### config.mk
export PLATFORM = sky130hd
export DESIGN_NAME = lcc_charge_ctrl
export DESIGN_NICKNAME = d
export VERILOG_FILES = /design/src/shared/lcc_pkg.sv /design/src/shared/lcc_sync_if.sv /design/src/hdl/lcc_charge_ctrl.sv /design/src/hdl/lcc_sync.sv
export SDC_FILE = /design/constraint.sdc
export NUM_CORES = 1
export LEC_CHECK = 0
export ABC_AREA = 1
export BUFFER_PORTS_ARGS = -buffer_cell sky130_fd_sc_hd__buf_2
export CAP_MARGIN = 10
export CORE_MARGIN = 2
export CORE_UTILIZATION = 49
export CTS_BUF_LIST = sky130_fd_sc_hd__clkbuf_8
export DETAILED_ROUTE_END_ITERATION = 10
export HOLD_SLACK_MARGIN = 0.06
export PLACE_DENSITY = 0.78
export SLEW_MARGIN = 20
export SYNTH_ARGS = -nofsm -noshare
export SYNTH_HDL_FRONTEND = slang
export SYNTH_SLANG_ARGS = --single-unit
### constraint.sdc
create_clock -name core_clk -period 1.75 [get_ports core_clk]
set_clock_uncertainty 0.1 [all_clocks]
set_input_delay 0.35 -clock core_clk [delete_from_list [all_inputs] [get_ports core_clk]]
set_output_delay 0.35 -clock core_clk [all_outputs]
set_load 0.005 [all_outputs]
### src/shared/lcc_pkg.sv
package lcc_pkg;
    // timing at the 20 MHz core clock
    localparam int CLK_PERIOD_NS = 50;
    localparam int CONFIG_TIME_NS = 1000;
    localparam int CONFIG_CYCLES = (CONFIG_TIME_NS + CLK_PERIOD_NS - 1) / CLK_PERIOD_NS;
    localparam logic [4:0] CONFIG_LAST = 5'(CONFIG_CYCLES - 1);

    // wishbone register byte offsets
    localparam logic [4:0] OFS_CONTROL_ONE = 5'h00;
    localparam logic [4:0] OFS_CONTROL_TWO = 5'h04;
    localparam logic [4:0] OFS_BATT_CURRENT = 5'h08;
    localparam logic [4:0] OFS_CHARGE_VOLTAGE = 5'h0c;
    localparam logic [4:0] OFS_MISC_SETTING = 5'h10;
    localparam logic [4:0] OFS_STATUS = 5'h14;

    // control bit positions
    localparam int CONTROL_REG_ONE_ALLOW_BIT = 0;
    localparam int CONTROL_REG_ONE_CLEAR_BIT = 1;
    localparam int CONTROL_REG_TWO_PATH_BIT = 0;
    localparam int VCHG_W = 6;

    typedef struct packed {
        logic [2:0] end_current_code;
        logic charge_current_high_range;
        logic [3:0] charge_current_code;
    } lcc_batt_set_t;

    typedef struct packed {
        logic [2:0] weak_current_code;
        logic weak_threshold_select;
    } lcc_misc_t;

    // reset values
    localparam logic ALLOW_RST = 1'h1;
    localparam logic PATH_RST = 1'h0;
    localparam lcc_batt_set_t BATT_RST = 8'h00;
    localparam logic [5:0] VCHG_RST = 6'h00;
    localparam lcc_misc_t MISC_RST = 4'h0;

    // synchronised comparator inputs
    localparam int IN_VIN_DET = 0;
    localparam int IN_CHG_DET = 1;
    localparam int IN_VBAT_SAFE = 2;
    localparam int IN_VBAT_PRE = 3;
    localparam int IN_VBAT_NEAR = 4;
    localparam int IN_VBAT_RECHG = 5;
    localparam int IN_CHARGE_CURRENT_CODE_LOW = 6;
    localparam int IN_VBAT_WEAK = 7;
    localparam int IN_VSENSE_LOW = 8;
    localparam int IN_SPM = 9;
    localparam int IN_ILIM_RAISED = 10;
    localparam int IN_GATE_DET = 11;
    localparam int IN_HIT_INPUT = 12;
    localparam int IN_HIT_CURRENT = 13;
    localparam int IN_HIT_VOLTAGE = 14;
    localparam int NUM_IN = 15;

    localparam logic [1:0] SPM_TOGGLE_LAST = 2'h2;

    typedef enum logic [3:0] {
        ST_OFF, ST_CONFIG, ST_WAIT, ST_SAFE, ST_PRE, ST_FULL, ST_EOC,
        ST_WEAK_WAIT, ST_WEAK_SAFE, ST_WEAK_CHARGE, ST_FAULT
    } lcc_state_t;

    typedef enum logic [1:0] {LOOP_NONE, LOOP_INPUT, LOOP_CURRENT, LOOP_VOLTAGE} lcc_loop_t;
    typedef enum logic [1:0] {LIN_OFF, LIN_SAFE, LIN_PRE, LIN_WEAK} lcc_lin_t;
endpackage

### src/shared/lcc_sync_if.sv
interface lcc_sync_if;
    import lcc_pkg::*;
    logic [NUM_IN-1:0] raw;
    logic [NUM_IN-1:0] clean;
    modport sync (input raw, output clean);
    modport user (output raw, input clean);
endinterface
### src/hdl/lcc_charge_ctrl.sv
// Functional notes
// RL1 - safe charge applies safe current until battery reaches safe threshold, then pre-charge
// RL2 - full charge current phase keeps buck enabled at programmed charge current
// RL3 - current setpoint is four-bit code plus high-range bit from one register
// RL4 - near maximum voltage, stay in full charge but regulate voltage by six-bit code
// RL5 - above recharge threshold and current below end level, enter end of charge
// RL6 - from end of charge, battery below recharge threshold returns to current phase
// RL7 - duty cycle follows whichever of three limits reaches its threshold first
// RL8 - leave off only with input detected and input-battery difference detected
// RL9 - after power-up record switch presence in status, then start charging automatically
// RL10 - charge-allow bit zero sends the controller to fault from any state; the code does so only outside off and while plugged
// RL11 - register clear restores all defaults and retriggers switch detection
// RL12 - switch gate low normally and always above weak threshold, except listed states
// RL13 - config state probes gate pin; reaching threshold means a switch is present
// RL14 - detection result held for the cycle, redone only on unplug or register clear
// RL15 - wait goes to weak wait with switch present, below weak, power mode zero
// RL16 - weak wait: buck at charge voltage, switch open, linear source off
// RL17 - weak safe: linear safe current, buck at charge voltage, switch open
// RL18 - weak safe: wake timeout without raised limit goes safe, else weak charge
// RL19 - weak charge: linear weak current, buck at charge voltage, wake timer stopped
// RL20 - weak charge above weak threshold moves to full charge and closes switch
// RL21 - third power mode toggle in weak states jumps to safe charge
// RL22 - path management opens switch in end of charge while buck supplies system
// RL23 - system sense below recharge recloses switch until end conditions met again
// RL24 - any safety timer expiry halts charging
// RL25 - every comparator input is synchronised before use in transitions
// RL26 - toggle counter clears on leaving weak states short of three toggles
module lcc_charge_ctrl
    import lcc_pkg::*;
(
    // clock and reset
    input wire logic core_clk,
    input wire logic srst,
    // wishbone slave
    input wire logic wb_cyc,
    input wire logic wb_stb,
    input wire logic wb_we,
    input wire logic [4:0] wb_adr,
    input wire logic [3:0] wb_sel,
    input wire logic [31:0] wb_dat_w,
    output logic [31:0] wb_dat_r,
    output logic wb_ack,
    // analog comparators, asynchronous
    input wire logic vin_detect,
    input wire logic charger_detect,
    input wire logic vbat_above_safe,
    input wire logic vbat_above_pre,
    input wire logic vbat_near_max,
    input wire logic vbat_above_recharge,
    input wire logic charge_current_low,
    input wire logic vbat_above_weak,
    input wire logic vsense_below_recharge,
    input wire logic system_power_mode,
    input wire logic input_limit_raised,
    input wire logic hit_input_limit,
    input wire logic hit_current_limit,
    input wire logic hit_voltage_limit,
    // timers, core clock domain
    input wire logic safety_timeout,
    input wire logic wake_timer_expired,
    // battery switch gate pin
    input wire logic battery_switch_gate_in,
    output logic battery_switch_gate_out,
    output logic battery_switch_gate_oe_n,
    output logic gate_probe_enable,
    // power stage
    output logic buck_enable,
    output logic cv_mode,
    output logic [4:0] current_setpoint,
    output logic [5:0] voltage_setpoint,
    output logic [2:0] end_current_setpoint,
    output logic [2:0] weak_current_setpoint,
    output logic weak_threshold_select,
    output lcc_lin_t linear_source,
    output lcc_loop_t active_loop,
    output logic wake_timer_run
);
    lcc_sync_if sif ();

    logic [NUM_IN-1:0] c;
    logic ack_q, ack_d, allow_q, allow_d, path_q, path_d, redetect_q, redetect_d;
    logic [31:0] dat_q, dat_d;
    lcc_batt_set_t batt_q, batt_d;
    logic [VCHG_W-1:0] vchg_q, vchg_d;
    lcc_misc_t misc_q, misc_d;
    lcc_state_t state_q, state_d;
    logic [4:0] cfg_cnt_q, cfg_cnt_d;
    logic present_q, present_d, spm_prev_q, spm_prev_d, reconnect_q, reconnect_d;
    logic [1:0] spm_cnt_q, spm_cnt_d;
    logic buck_q, buck_d, cv_q, cv_d, gate_open_q, gate_open_d, probe_q, probe_d;
    lcc_lin_t lin_q, lin_d;
    lcc_loop_t loop_q, loop_d;
    logic plugged, run_ok, weak_st, weak_st_d, spm_edge;

    function automatic logic eoc_met(input logic [NUM_IN-1:0] v);
        return v[IN_VBAT_RECHG] && v[IN_CHARGE_CURRENT_CODE_LOW];
    endfunction

    function automatic logic is_weak(input lcc_state_t s);
        return (s == ST_WEAK_WAIT) || (s == ST_WEAK_SAFE) || (s == ST_WEAK_CHARGE);
    endfunction

    // comparator synchronisers
    assign sif.raw = {hit_voltage_limit, hit_current_limit, hit_input_limit,
                      battery_switch_gate_in, input_limit_raised, system_power_mode,
                      vsense_below_recharge, vbat_above_weak, charge_current_low,
                      vbat_above_recharge, vbat_near_max, vbat_above_pre,
                      vbat_above_safe, charger_detect, vin_detect};

    // RL25 synchronise comparator inputs
    lcc_sync u_sync (
        .core_clk(core_clk),
        .srst(srst),
        .port(sif.sync)
    );
    assign c = sif.clean;

    // register bus group
    always_comb begin
        ack_d = wb_cyc && wb_stb && !ack_q;
        dat_d = '0;
        allow_d = allow_q;
        path_d = path_q;
        batt_d = batt_q;
        vchg_d = vchg_q;
        misc_d = misc_q;
        redetect_d = 1'b0;
        if (ack_d && !wb_we) begin
            case (wb_adr)
                OFS_CONTROL_ONE: dat_d[CONTROL_REG_ONE_ALLOW_BIT] = allow_q;
                OFS_CONTROL_TWO: dat_d[CONTROL_REG_TWO_PATH_BIT] = path_q;
                OFS_BATT_CURRENT: dat_d[$bits(lcc_batt_set_t)-1:0] = batt_q;
                OFS_CHARGE_VOLTAGE: dat_d[VCHG_W-1:0] = vchg_q;
                OFS_MISC_SETTING: dat_d[$bits(lcc_misc_t)-1:0] = misc_q;
                // RL9 switch presence reported
                OFS_STATUS: dat_d[$bits(lcc_state_t)+4-1:0] = {loop_q, cv_q, present_q, state_q};
                default: dat_d = '0;
            endcase
        end
        if (ack_d && wb_we && wb_sel[0]) begin
            case (wb_adr)
                OFS_CONTROL_ONE: begin
                    // RL11 register clear restores defaults
                    if (wb_dat_w[CONTROL_REG_ONE_CLEAR_BIT]) begin
                        allow_d = ALLOW_RST;
                        path_d = PATH_RST;
                        batt_d = BATT_RST;
                        vchg_d = VCHG_RST;
                        misc_d = MISC_RST;
                        redetect_d = 1'b1;
                    end else begin
                        allow_d = wb_dat_w[CONTROL_REG_ONE_ALLOW_BIT];
                    end
                end
                OFS_CONTROL_TWO: path_d = wb_dat_w[CONTROL_REG_TWO_PATH_BIT];
                OFS_BATT_CURRENT: batt_d = lcc_batt_set_t'(wb_dat_w[$bits(lcc_batt_set_t)-1:0]);
                OFS_CHARGE_VOLTAGE: vchg_d = wb_dat_w[VCHG_W-1:0];
                OFS_MISC_SETTING: misc_d = lcc_misc_t'(wb_dat_w[$bits(lcc_misc_t)-1:0]);
                default: path_d = path_q;
            endcase
        end
    end

    always_ff @(posedge core_clk) begin
        if (srst) begin
            ack_q <= 1'b0;
            dat_q <= '0;
            allow_q <= ALLOW_RST;
            path_q <= PATH_RST;
            batt_q <= BATT_RST;
            vchg_q <= VCHG_RST;
            misc_q <= MISC_RST;
            redetect_q <= 1'b0;
        end else begin
            ack_q <= ack_d;
            dat_q <= dat_d;
            allow_q <= allow_d;
            path_q <= path_d;
            batt_q <= batt_d;
            vchg_q <= vchg_d;
            misc_q <= misc_d;
            redetect_q <= redetect_d;
        end
    end

    // charge state group
    assign plugged = c[IN_VIN_DET] && c[IN_CHG_DET];
    assign run_ok = plugged && allow_q && !safety_timeout && !redetect_q;
    assign weak_st = is_weak(state_q);
    assign spm_edge = c[IN_SPM] != spm_prev_q;

    always_comb begin
        state_d = state_q;
        cfg_cnt_d = '0;
        present_d = present_q;
        reconnect_d = reconnect_q;
        spm_prev_d = c[IN_SPM];
        spm_cnt_d = spm_cnt_q;
        if (!plugged) begin
            // unplug ends the cycle; detection is redone on the next plug
            state_d = ST_OFF;
        end else if (state_q != ST_OFF && (!allow_q || safety_timeout)) begin
            // RL10 charge-allow cleared
            // RL24 safety timer halts charging
            state_d = ST_FAULT;
        end else if (redetect_q && state_q != ST_OFF) begin
            // RL14 detection redone after register clear
            state_d = ST_CONFIG;
        end else begin
            unique case (state_q)
                // RL8 plug detection
                ST_OFF: if (plugged) state_d = ST_CONFIG;
                ST_CONFIG: begin
                    cfg_cnt_d = cfg_cnt_q + 5'h01;
                    if (cfg_cnt_q == CONFIG_LAST) begin
                        // RL13 probe result latched
                        present_d = c[IN_GATE_DET];
                        // RL9 automatic start
                        state_d = ST_WAIT;
                    end
                end
                ST_WAIT: begin
                    // RL15 weak battery entry
                    if (present_q && !c[IN_VBAT_WEAK] && !c[IN_SPM]) state_d = ST_WEAK_WAIT;
                    else if (!c[IN_VBAT_SAFE]) state_d = ST_SAFE;
                    else if (!c[IN_VBAT_PRE]) state_d = ST_PRE;
                    else state_d = ST_FULL;
                end
                // RL1 safe to pre-charge
                ST_SAFE: if (c[IN_VBAT_SAFE]) state_d = ST_PRE;
                ST_PRE: if (c[IN_VBAT_PRE]) state_d = ST_FULL;
                ST_FULL: begin
                    // RL5 end of charge entry
                    if (eoc_met(c)) begin
                        state_d = ST_EOC;
                        reconnect_d = 1'b0;
                    end
                end
                ST_EOC: begin
                    // RL6 recharge
                    if (!c[IN_VBAT_RECHG]) state_d = ST_FULL;
                    // RL23 reconnect on system droop
                    if (c[IN_VSENSE_LOW]) reconnect_d = 1'b1;
                    else if (eoc_met(c)) reconnect_d = 1'b0;
                end
                ST_WEAK_WAIT: state_d = c[IN_VBAT_SAFE] ? ST_WEAK_CHARGE : ST_WEAK_SAFE;
                ST_WEAK_SAFE: begin
                    // RL18 wake timeout or weak charge
                    if (wake_timer_expired && !c[IN_ILIM_RAISED]) state_d = ST_SAFE;
                    else if (c[IN_VBAT_SAFE]) state_d = ST_WEAK_CHARGE;
                end
                // RL20 weak charge done
                ST_WEAK_CHARGE: if (c[IN_VBAT_WEAK]) state_d = ST_FULL;
                ST_FAULT: state_d = ST_WAIT;
            endcase
            // RL21 third toggle aborts weak charging
            if (weak_st && spm_edge && spm_cnt_q == SPM_TOGGLE_LAST) state_d = ST_SAFE;
        end
        if (state_d == ST_OFF || state_d == ST_CONFIG) present_d = 1'b0;
        // RL26 toggle count cleared outside weak states
        if (!is_weak(state_d)) spm_cnt_d = '0;
        else if (weak_st && spm_edge) spm_cnt_d = spm_cnt_q + 2'h1;
    end

    // outputs follow the next state so they line up with state_q
    always_comb begin
        weak_st_d = is_weak(state_d);
        buck_d = 1'b0;
        lin_d = LIN_OFF;
        cv_d = 1'b0;
        probe_d = state_d == ST_CONFIG;
        unique case (state_d)
            ST_SAFE: begin
                buck_d = 1'b1;
                lin_d = LIN_SAFE;
            end
            ST_PRE: begin
                buck_d = 1'b1;
                lin_d = LIN_PRE;
            end
            ST_FULL: begin
                // RL2 buck runs at charge current
                buck_d = 1'b1;
                // RL4 constant voltage near maximum
                cv_d = c[IN_VBAT_NEAR];
            end
            // RL22 buck keeps supplying system
            ST_EOC: buck_d = path_q && present_q;
            // RL16 weak wait, linear off
            ST_WEAK_WAIT: buck_d = 1'b1;
            ST_WEAK_SAFE: begin
                // RL17 linear safe current
                buck_d = 1'b1;
                lin_d = LIN_SAFE;
            end
            ST_WEAK_CHARGE: begin
                // RL19 linear weak current
                buck_d = 1'b1;
                lin_d = LIN_WEAK;
            end
            default: buck_d = 1'b0;
        endcase
        // RL12 open only in weak or path states
        gate_open_d = (weak_st_d && !c[IN_VBAT_WEAK])
            || (state_d == ST_EOC && path_q && present_q && !reconnect_d);
        // RL7 first loop to reach its limit keeps control
        loop_d = LOOP_NONE;
        if (buck_d) begin
            if (loop_q == LOOP_INPUT && c[IN_HIT_INPUT]) loop_d = LOOP_INPUT;
            else if (loop_q == LOOP_CURRENT && c[IN_HIT_CURRENT]) loop_d = LOOP_CURRENT;
            else if (loop_q == LOOP_VOLTAGE && c[IN_HIT_VOLTAGE]) loop_d = LOOP_VOLTAGE;
            else if (c[IN_HIT_INPUT]) loop_d = LOOP_INPUT;
            else if (c[IN_HIT_CURRENT]) loop_d = LOOP_CURRENT;
            else if (c[IN_HIT_VOLTAGE]) loop_d = LOOP_VOLTAGE;
        end
    end

    always_ff @(posedge core_clk) begin
        if (srst) begin
            state_q <= ST_OFF;
            cfg_cnt_q <= '0;
            present_q <= 1'b0;
            reconnect_q <= 1'b0;
            spm_prev_q <= 1'b0;
            spm_cnt_q <= '0;
            buck_q <= 1'b0;
            lin_q <= LIN_OFF;
            cv_q <= 1'b0;
            gate_open_q <= 1'b0;
            probe_q <= 1'b0;
            loop_q <= LOOP_NONE;
        end else begin
            state_q <= state_d;
            cfg_cnt_q <= cfg_cnt_d;
            present_q <= present_d;
            reconnect_q <= reconnect_d;
            spm_prev_q <= spm_prev_d;
            spm_cnt_q <= spm_cnt_d;
            buck_q <= buck_d;
            lin_q <= lin_d;
            cv_q <= cv_d;
            gate_open_q <= gate_open_d;
            probe_q <= probe_d;
            loop_q <= loop_d;
        end
    end

    assign wb_ack = ack_q;
    assign wb_dat_r = dat_q;
    // RL3 current setpoint from code and range bit
    assign current_setpoint = {batt_q.charge_current_high_range, batt_q.charge_current_code};
    assign voltage_setpoint = vchg_q;
    assign end_current_setpoint = batt_q.end_current_code;
    assign weak_current_setpoint = misc_q.weak_current_code;
    assign weak_threshold_select = misc_q.weak_threshold_select;
    assign buck_enable = buck_q;
    assign cv_mode = cv_q;
    assign linear_source = lin_q;
    assign active_loop = loop_q;
    // the probe releases the pin and lets a weak pull-up try to lift it
    assign battery_switch_gate_out = gate_open_q;
    assign battery_switch_gate_oe_n = probe_q;
    assign gate_probe_enable = probe_q;
    assign wake_timer_run = (state_q == ST_WEAK_WAIT) || (state_q == ST_WEAK_SAFE);
endmodule // lcc_charge_ctrl

### src/hdl/lcc_sync.sv
module lcc_sync
    import lcc_pkg::*;
(
    // clock and reset
    input wire logic core_clk,
    input wire logic srst,
    // comparator levels
    lcc_sync_if.sync port
);
    logic [NUM_IN-1:0] s1_q, s2_q, s3_q, clean_q;
    logic [NUM_IN-1:0] s1_d, s2_d, s3_d, clean_d;

    always_comb begin
        s1_d = port.raw;
        s2_d = s1_q;
        s3_d = s2_q;
        // a change is taken only once stages two and three agree
        clean_d = (s2_q & ~(s2_q ^ s3_q)) | (clean_q & (s2_q ^ s3_q));
    end

    always_ff @(posedge core_clk) begin
        if (srst) begin
            s1_q <= '0;
            s2_q <= '0;
            s3_q <= '0;
            clean_q <= '0;
        end else begin
            s1_q <= s1_d;
            s2_q <= s2_d;
            s3_q <= s3_d;
            clean_q <= clean_d;
        end
    end

    assign port.clean = clean_q;
endmodule // lcc_sync

=== Word-level counts from Yosys, hierarchy flattened ===
Index checks and enable logic that the tools add are counted.

* Input bits: 63
* Word-level logic and storage cells: 181
* Output and inout port bits: 61
* Flip-flop bits (word level): 136

* Bitwise gates (word level): 15
* Reduce and logical (&&, ||, !) cells: 60
* Eq/ne operators: 30
* $add $sub $neg: 2
* Muxes and demuxes: 45

{| class="wikitable"
|+ Operators with widths
! cell !! count
|-
| 4-bit two-way mux || 13
|-
| 4-bit one-hot mux with 11 select lines || 1
|-
| 4-bit by 3-bit equality test with 1-bit output (second input constant) || 8
|-
| 15-bit bitwise AND || 2
|-
| 1-bit logical AND || 22
|-
| 4-bit equality test (second input constant) || 5
|-
| 8-bit one-hot mux with 2 select lines || 1
|-
| 5-bit equality test (second input constant) || 3
|-
| 15-bit NOT || 1
|-
| 15-bit bitwise OR || 1
|-
| 15-bit bitwise XOR || 1
|-
| 4-bit by 2-bit equality test with 1-bit output (second input constant) || 3
|-
| 2-bit one-hot mux with 3 select lines || 2
|-
| 3-bit one-hot mux with 4 select lines || 1
|-
| 6-bit one-hot mux with 2 select lines || 1
|-
| 3-bit AND reduction || 4
|-
| 2-bit OR reduction || 6
|-
| 1-bit two-way mux || 11
|-
| 5-bit by 4-bit equality test with 1-bit output (second input constant) || 2
|-
| 2-bit two-way mux || 5
|-
| 1-bit NOT || 10
|-
| 4-bit by 1-bit equality test with 1-bit output (second input constant) || 2
|-
| 4-bit zero test || 2
|-
| 8-bit two-way mux || 1
|-
| 23 further kinds || 44
|}

=== Depth between registers and ports, before layout ===
* Depth after elaboration: 14
* Mapped depth: 15
* Mapped depth without buffers: 15

=== Cells and area by module ===
Synthesis repeated with hierarchy kept, for this count alone.

* Cells, all modules: 610
* Area total of the unflattened synthesis: 4728.3 µm²

{| class="wikitable"
|+ By module, submodules not included
! module !! sequential area each (µm²) !! cells an instance !! instances !! area an instance (µm²)
|-
| lcc_charge_ctrl || 1041.0 || 408 || 1 || 2847.7
|-
| lcc_sync || 1201.2 || 202 || 1 || 1880.6
|}

=== Least setup slack after synthesis ===
OpenSTA, ideal clock, no wires.

* Path type: register to register
* From: register state_q[1]
* To: register loop_q[0] (netlist: active_loop[0])
* Path buffers: 0
* Clock period less this slack: 1.769 ns
* Arrival: 1.549 ns
* Data required time: 1.529 ns
* Path slack: -0.019 ns
* Stages on the path, launching flop included: 15
* Setup time: 0.121 ns
* Cell sequence: dfxtp_1 > nor2_4 > nand2_4 > nand2_4 > inv_2 > nor2_4 > nand2_2 > nor2_2 > nand2_1 > nor2_4 > nor2_2 > nand2_1 > nand3_2 > o21bai_2 > nor2_1

* Longest elaborated chain between the ends: 14
* Elaborated cells between the ends (all ways): 42
* Those cells by class: 17 x eq/ne; 14 x mux; 1 x bitwise; 10 x reduce/logical

{| class="wikitable"
|+ RTL lines
! element !! RTL line !! source
|-
| start: declaration || lcc_charge_ctrl.sv:86 || <nowiki>lcc_state_t state_q, state_d;</nowiki>
|-
| start signal: assignment || lcc_charge_ctrl.sv:333 || <nowiki>state_q <= state_d;</nowiki>
|-
| branches (longest 7 deep; another with 4-bit one-hot mux with 11 select lines) || - ||
|-
| 4-bit two-way mux * || lcc_charge_ctrl.sv:202 || <nowiki>end else if (state_q != ST_OFF && (!allow_q || safety_timeout)) begin</nowiki>
|-
| 4-bit two-way mux * || lcc_charge_ctrl.sv:199 || <nowiki>if (!plugged) begin</nowiki>
|-
| 4-bit by 3-bit equality test with 1-bit output, or another cell as far along || lcc_charge_ctrl.sv:272 || <nowiki>unique case (state_d)</nowiki>
|-
| 6-bit OR reduction (no source line) || - ||
|-
| 1-bit one-hot mux with 2 select lines * || lcc_charge_ctrl.sv:272 ||
|-
| 1-bit NOT (no source line) * || - ||
|-
| 2-bit OR reduction (no source line) * || - ||
|-
| end signal: assignment || lcc_charge_ctrl.sv:344 || <nowiki>loop_q <= loop_d;</nowiki>
|-
| end: declaration || lcc_charge_ctrl.sv:92 || <nowiki>lcc_loop_t loop_q, loop_d;</nowiki>
|}

Every way passes the cells marked *.
A chain may end at the register's enable or synchronous reset.

=== Worst setup path in the final report ===
Same ends and word-level chain as after synthesis.

==> results.tsv <==
stage	metric	value	unit
timing	period_needed	1.91	ns
worst_setup_path	criticalPathCategory	reg2reg	
cts	clock_path_buffers	2	
placement	detailed_place_hpwl	7550	µm
outcome	violations	setup timing	
power_and_ir_drop	power_switching	989	µW
floorplanning	io_pins	124	
routing	drtIter0Drc	176	
outcome	status	finished, violations left	
floorplanning	start_util	50.2	%
power_and_ir_drop	p_int	3.19	mW
synthesis	synth.distinct_cells	35	
timing	setup_ws	-0.158	ns
synthesis	syn-cell-area	4590	µm²
global_route	grt_pass1_vias	3932	
routing	dr.pass1.iters	5	
worst_setup_path	crit_chain	nor2_4, nand2_4, nand2_4, inv_4, nor2_4, nand2_2, nor2_2, nand2_2, nor2_4, nor2_2, nand2_2, nand3_2, o21bai_4, nor2_1	
worst_setup_path	critPathCaptureType	flip-flop	
routing	vias	4266	
power_and_ir_drop	power_frac_seq	62.3	%
routing	wirelength	10500	µm
cells_and_area	seqCellArea	2260	µm²
synthesis	netlist_instances	610	
worst_setup_path	crit_fanout	6	
cts	clockRootBuffer	clkbuf_8	
global_route	antenna_found_initial	0	
worst_setup_path	critPathSlowestCell	dfxtp_4	
power_and_ir_drop	combPwrFrac	5.0	%
global_route	grt-ovfl-total	0	
cts	cts_tree	done	
worst_hold_path	hp-class	in2reg	
power_and_ir_drop	p_per_area	706	nW/µm²
routing	avgViaCountPerCell	4.93	
routing	post_drt_wl_per_cell	12.1	µm
worst_setup_path	worstSetupStartpointType	flip-flop	
cells_and_area	postLayoutCellArea	5920	µm²
cells_and_area	fillers	758	
synthesis	yosysSeqAreaShare	48.8	%
floorplanning	fp.dieH	101	µm
placement	placed_area	5400	µm²
power_and_ir_drop	swShare	23.7	%
timing	slew_violations	0	
power_and_ir_drop	leakagePower	2.67	nW
power_and_ir_drop	clock_power_share	32.7	%
job	cap_violations	0	
timing	hold_viol_final	0	
worst_setup_path	cpPeakStageDelay	0.39	ns
timing	rsz0062_at_grt	yes	
power_and_ir_drop	power	4.18	mW
timing	finalSetupTns	-1.44	ns
cts	cts_buffers	9	
synthesis	ys_async_sr_fraction	0	%
timing	hold_ws	0.0853	ns
cells_and_area	nets	815	
placement	gp_congestion	0.933	
timing	slew_headroom	62.2	%
cells_and_area	synthToLayoutAreaGrowth	28.8	%
routing	detail-route-antenna-nets	0	
cts	clkSlewWorstSetupHoldPaths	0.10	ns
cells_and_area	drive_gt1_share	32.6	%
cts	clock_latency	0.37	ns
synthesis	syn_area_per_cell	7.53	µm²
timing	max_freq	0.524	GHz
cells_and_area	fin_util	64.6	%
cts	clock-sinks	112	
timing	worst_pin_slew	0.568	ns
placement	portBuffers	72	
power_and_ir_drop	vdd_ir_drop_max	0.569	mV
worst_setup_path	critical_path_required	1.91	ns
timing	setup_viol	13	
synthesis	ys_seq_elements	112	
cells_and_area	multi_input_area	2060	µm²
floorplanning	num_rows	35	
timing	finalCritPeriodShare	109	%
cts	cts_htree_levels	3	
routing	drc	0	
synthesis	synth_ff_type	dfxtp_1	
floorplanning	dieArea	10200	µm²
worst_setup_path	arrival	2.07	ns
global_route	grt_max_degree	58	
global_route	grt_pass1_wl	16700	µm
floorplanning	design.core.area	9150	µm²
floorplanning	dieWidth	101	µm
synthesis	ys_warn_count	0	
global_route	gr-usage-all-layers	20.2	%
synthesis	synth_edf_count	0	
cells_and_area	num_antenna_cells	0	
==> cells by family after synthesis <==
family / synth area share (%)
compound gates: 10.8
xor+xnor: 0.381
fa+ha+maj: 0.545
buf+inv: 13.2
flops: 48.8
other cells: 0.0816
simple gates: 26.3
==> per-layer routing <==
layer	track usage [%]	wire [µm]	vias to the layer above
met4	6.95	181	0
li1	-	-	2134
met1	24.9	4460	1961
met2	34.9	5330	147
met3	4.30	528	24
met5	0	0	-
==> per-stage QoR <==
step / setup WS, ns / std cells
after CTS: -0.0989 / 859
final: -0.158 / 866
after global routing: -0.294 / 866
after detailed placement: -0.174 / 837
after global placement: -0.127 / 837
after floorplan: -0.0140 / 633
==> worst max-delay path: cells and delay by family (launching register included) <==
| family | cells | cell delay, ns |
|---|---|---|
| simple gates | 12 | 1.12 |
| compound gates | 1 | 0.14 |
| flops | 1 | 0.39 |
| buf+inv | 1 | 0.04 |
==> what timing repair did <==
item                                    CTS  global route
resized for setup                        21            49
endpoints found under the hold margin     1             0
endpoints found under the setup margin   12            24
pin swaps                                 9            10
hold buffers                              1             0
setup buffers                             5             7
==> layout by cell type (no fill, tap or decap), types with 4 or more instances in the layout <==
cell type and count:
dfxtp_4 4, clkbuf_8 9, nor2_1 93, a221oi_1 4, a21oi_2 6, nand2_4 7
o21ai_1 5, nand3_1 25, o21ai_0 21, nand3_2 10, inv_1 89, nand2_1 79
a21oi_1 37, nor3_1 7, buf_4 67, nand2_2 13, nor2_4 9, inv_2 11
nand4_1 6, conb_1 24, dfxtp_1 106, buf_2 71, nor2_2 13
==> cells in the mapped netlist, types with 2 or more instances <==
master / n / area share (%)
dfxtp_1: 112 / 49
nand3_2: 4 / 0.87
nand2_1: 91 / 7.4
inv_1: 93 / 7.6
inv_2: 7 / 0.57
ha_1: 2 / 0.54
o211ai_1: 3 / 0.49
nand2_2: 6 / 0.82
nand4_1: 6 / 0.82
nor2_4: 5 / 1.2
a221oi_1: 4 / 0.76
buf_4: 25 / 4.1
nand2_4: 2 / 0.49
o31ai_1: 2 / 0.33
a21oi_2: 4 / 0.76
nor3_1: 10 / 1.1
xor2_1: 2 / 0.38
a21oi_1: 40 / 4.4
clkbuf_1: 8 / 0.65
o21ai_0: 21 / 2.3
or2_2: 3 / 0.41
nand3_1: 33 / 3.6
nor2_2: 6 / 0.82
o21ai_1: 5 / 0.54
nor2_1: 104 / 8.5
buf_1: 3 / 0.25
==> area by class of cell <==
type                       instances  share of cell area, %
sequential                       112                   38.2
multi-input combinational        385                   34.8
timing repair buffer             142                   15.4
inverter                         100                   6.43
tap                              111                   2.35
clock buffer                       9                   2.09
clock inverter                     7                  0.782
==> power by group through the flow <==
stage	Clock [mW]	Combinational [mW]	Sequential, mW
2_1_floorplan	0	0.144	2.66
3_3_place_gp	0	0.197	2.67
3_5_place_dp	0	0.203	2.67
4_1_cts	1.40	0.205	2.60
5_1_grt	1.49	0.237	2.61
6_report	1.37	0.209	2.60
==> final timing paths <==
path,from,endpoint,slack (ns),depth (start not counted)
min,battery_switch_gate_in,u_sync.s1_q[11],0.09,3
max,state_q[1],active_loop[0],-0.16,14
max reg2reg,state_q[1],active_loop[0],-0.16,14
min reg2reg,u_sync.s1_q[12],u_sync.s2_q[12],0.30,2
No activity file was read; power rests on OpenSTA's default activity.
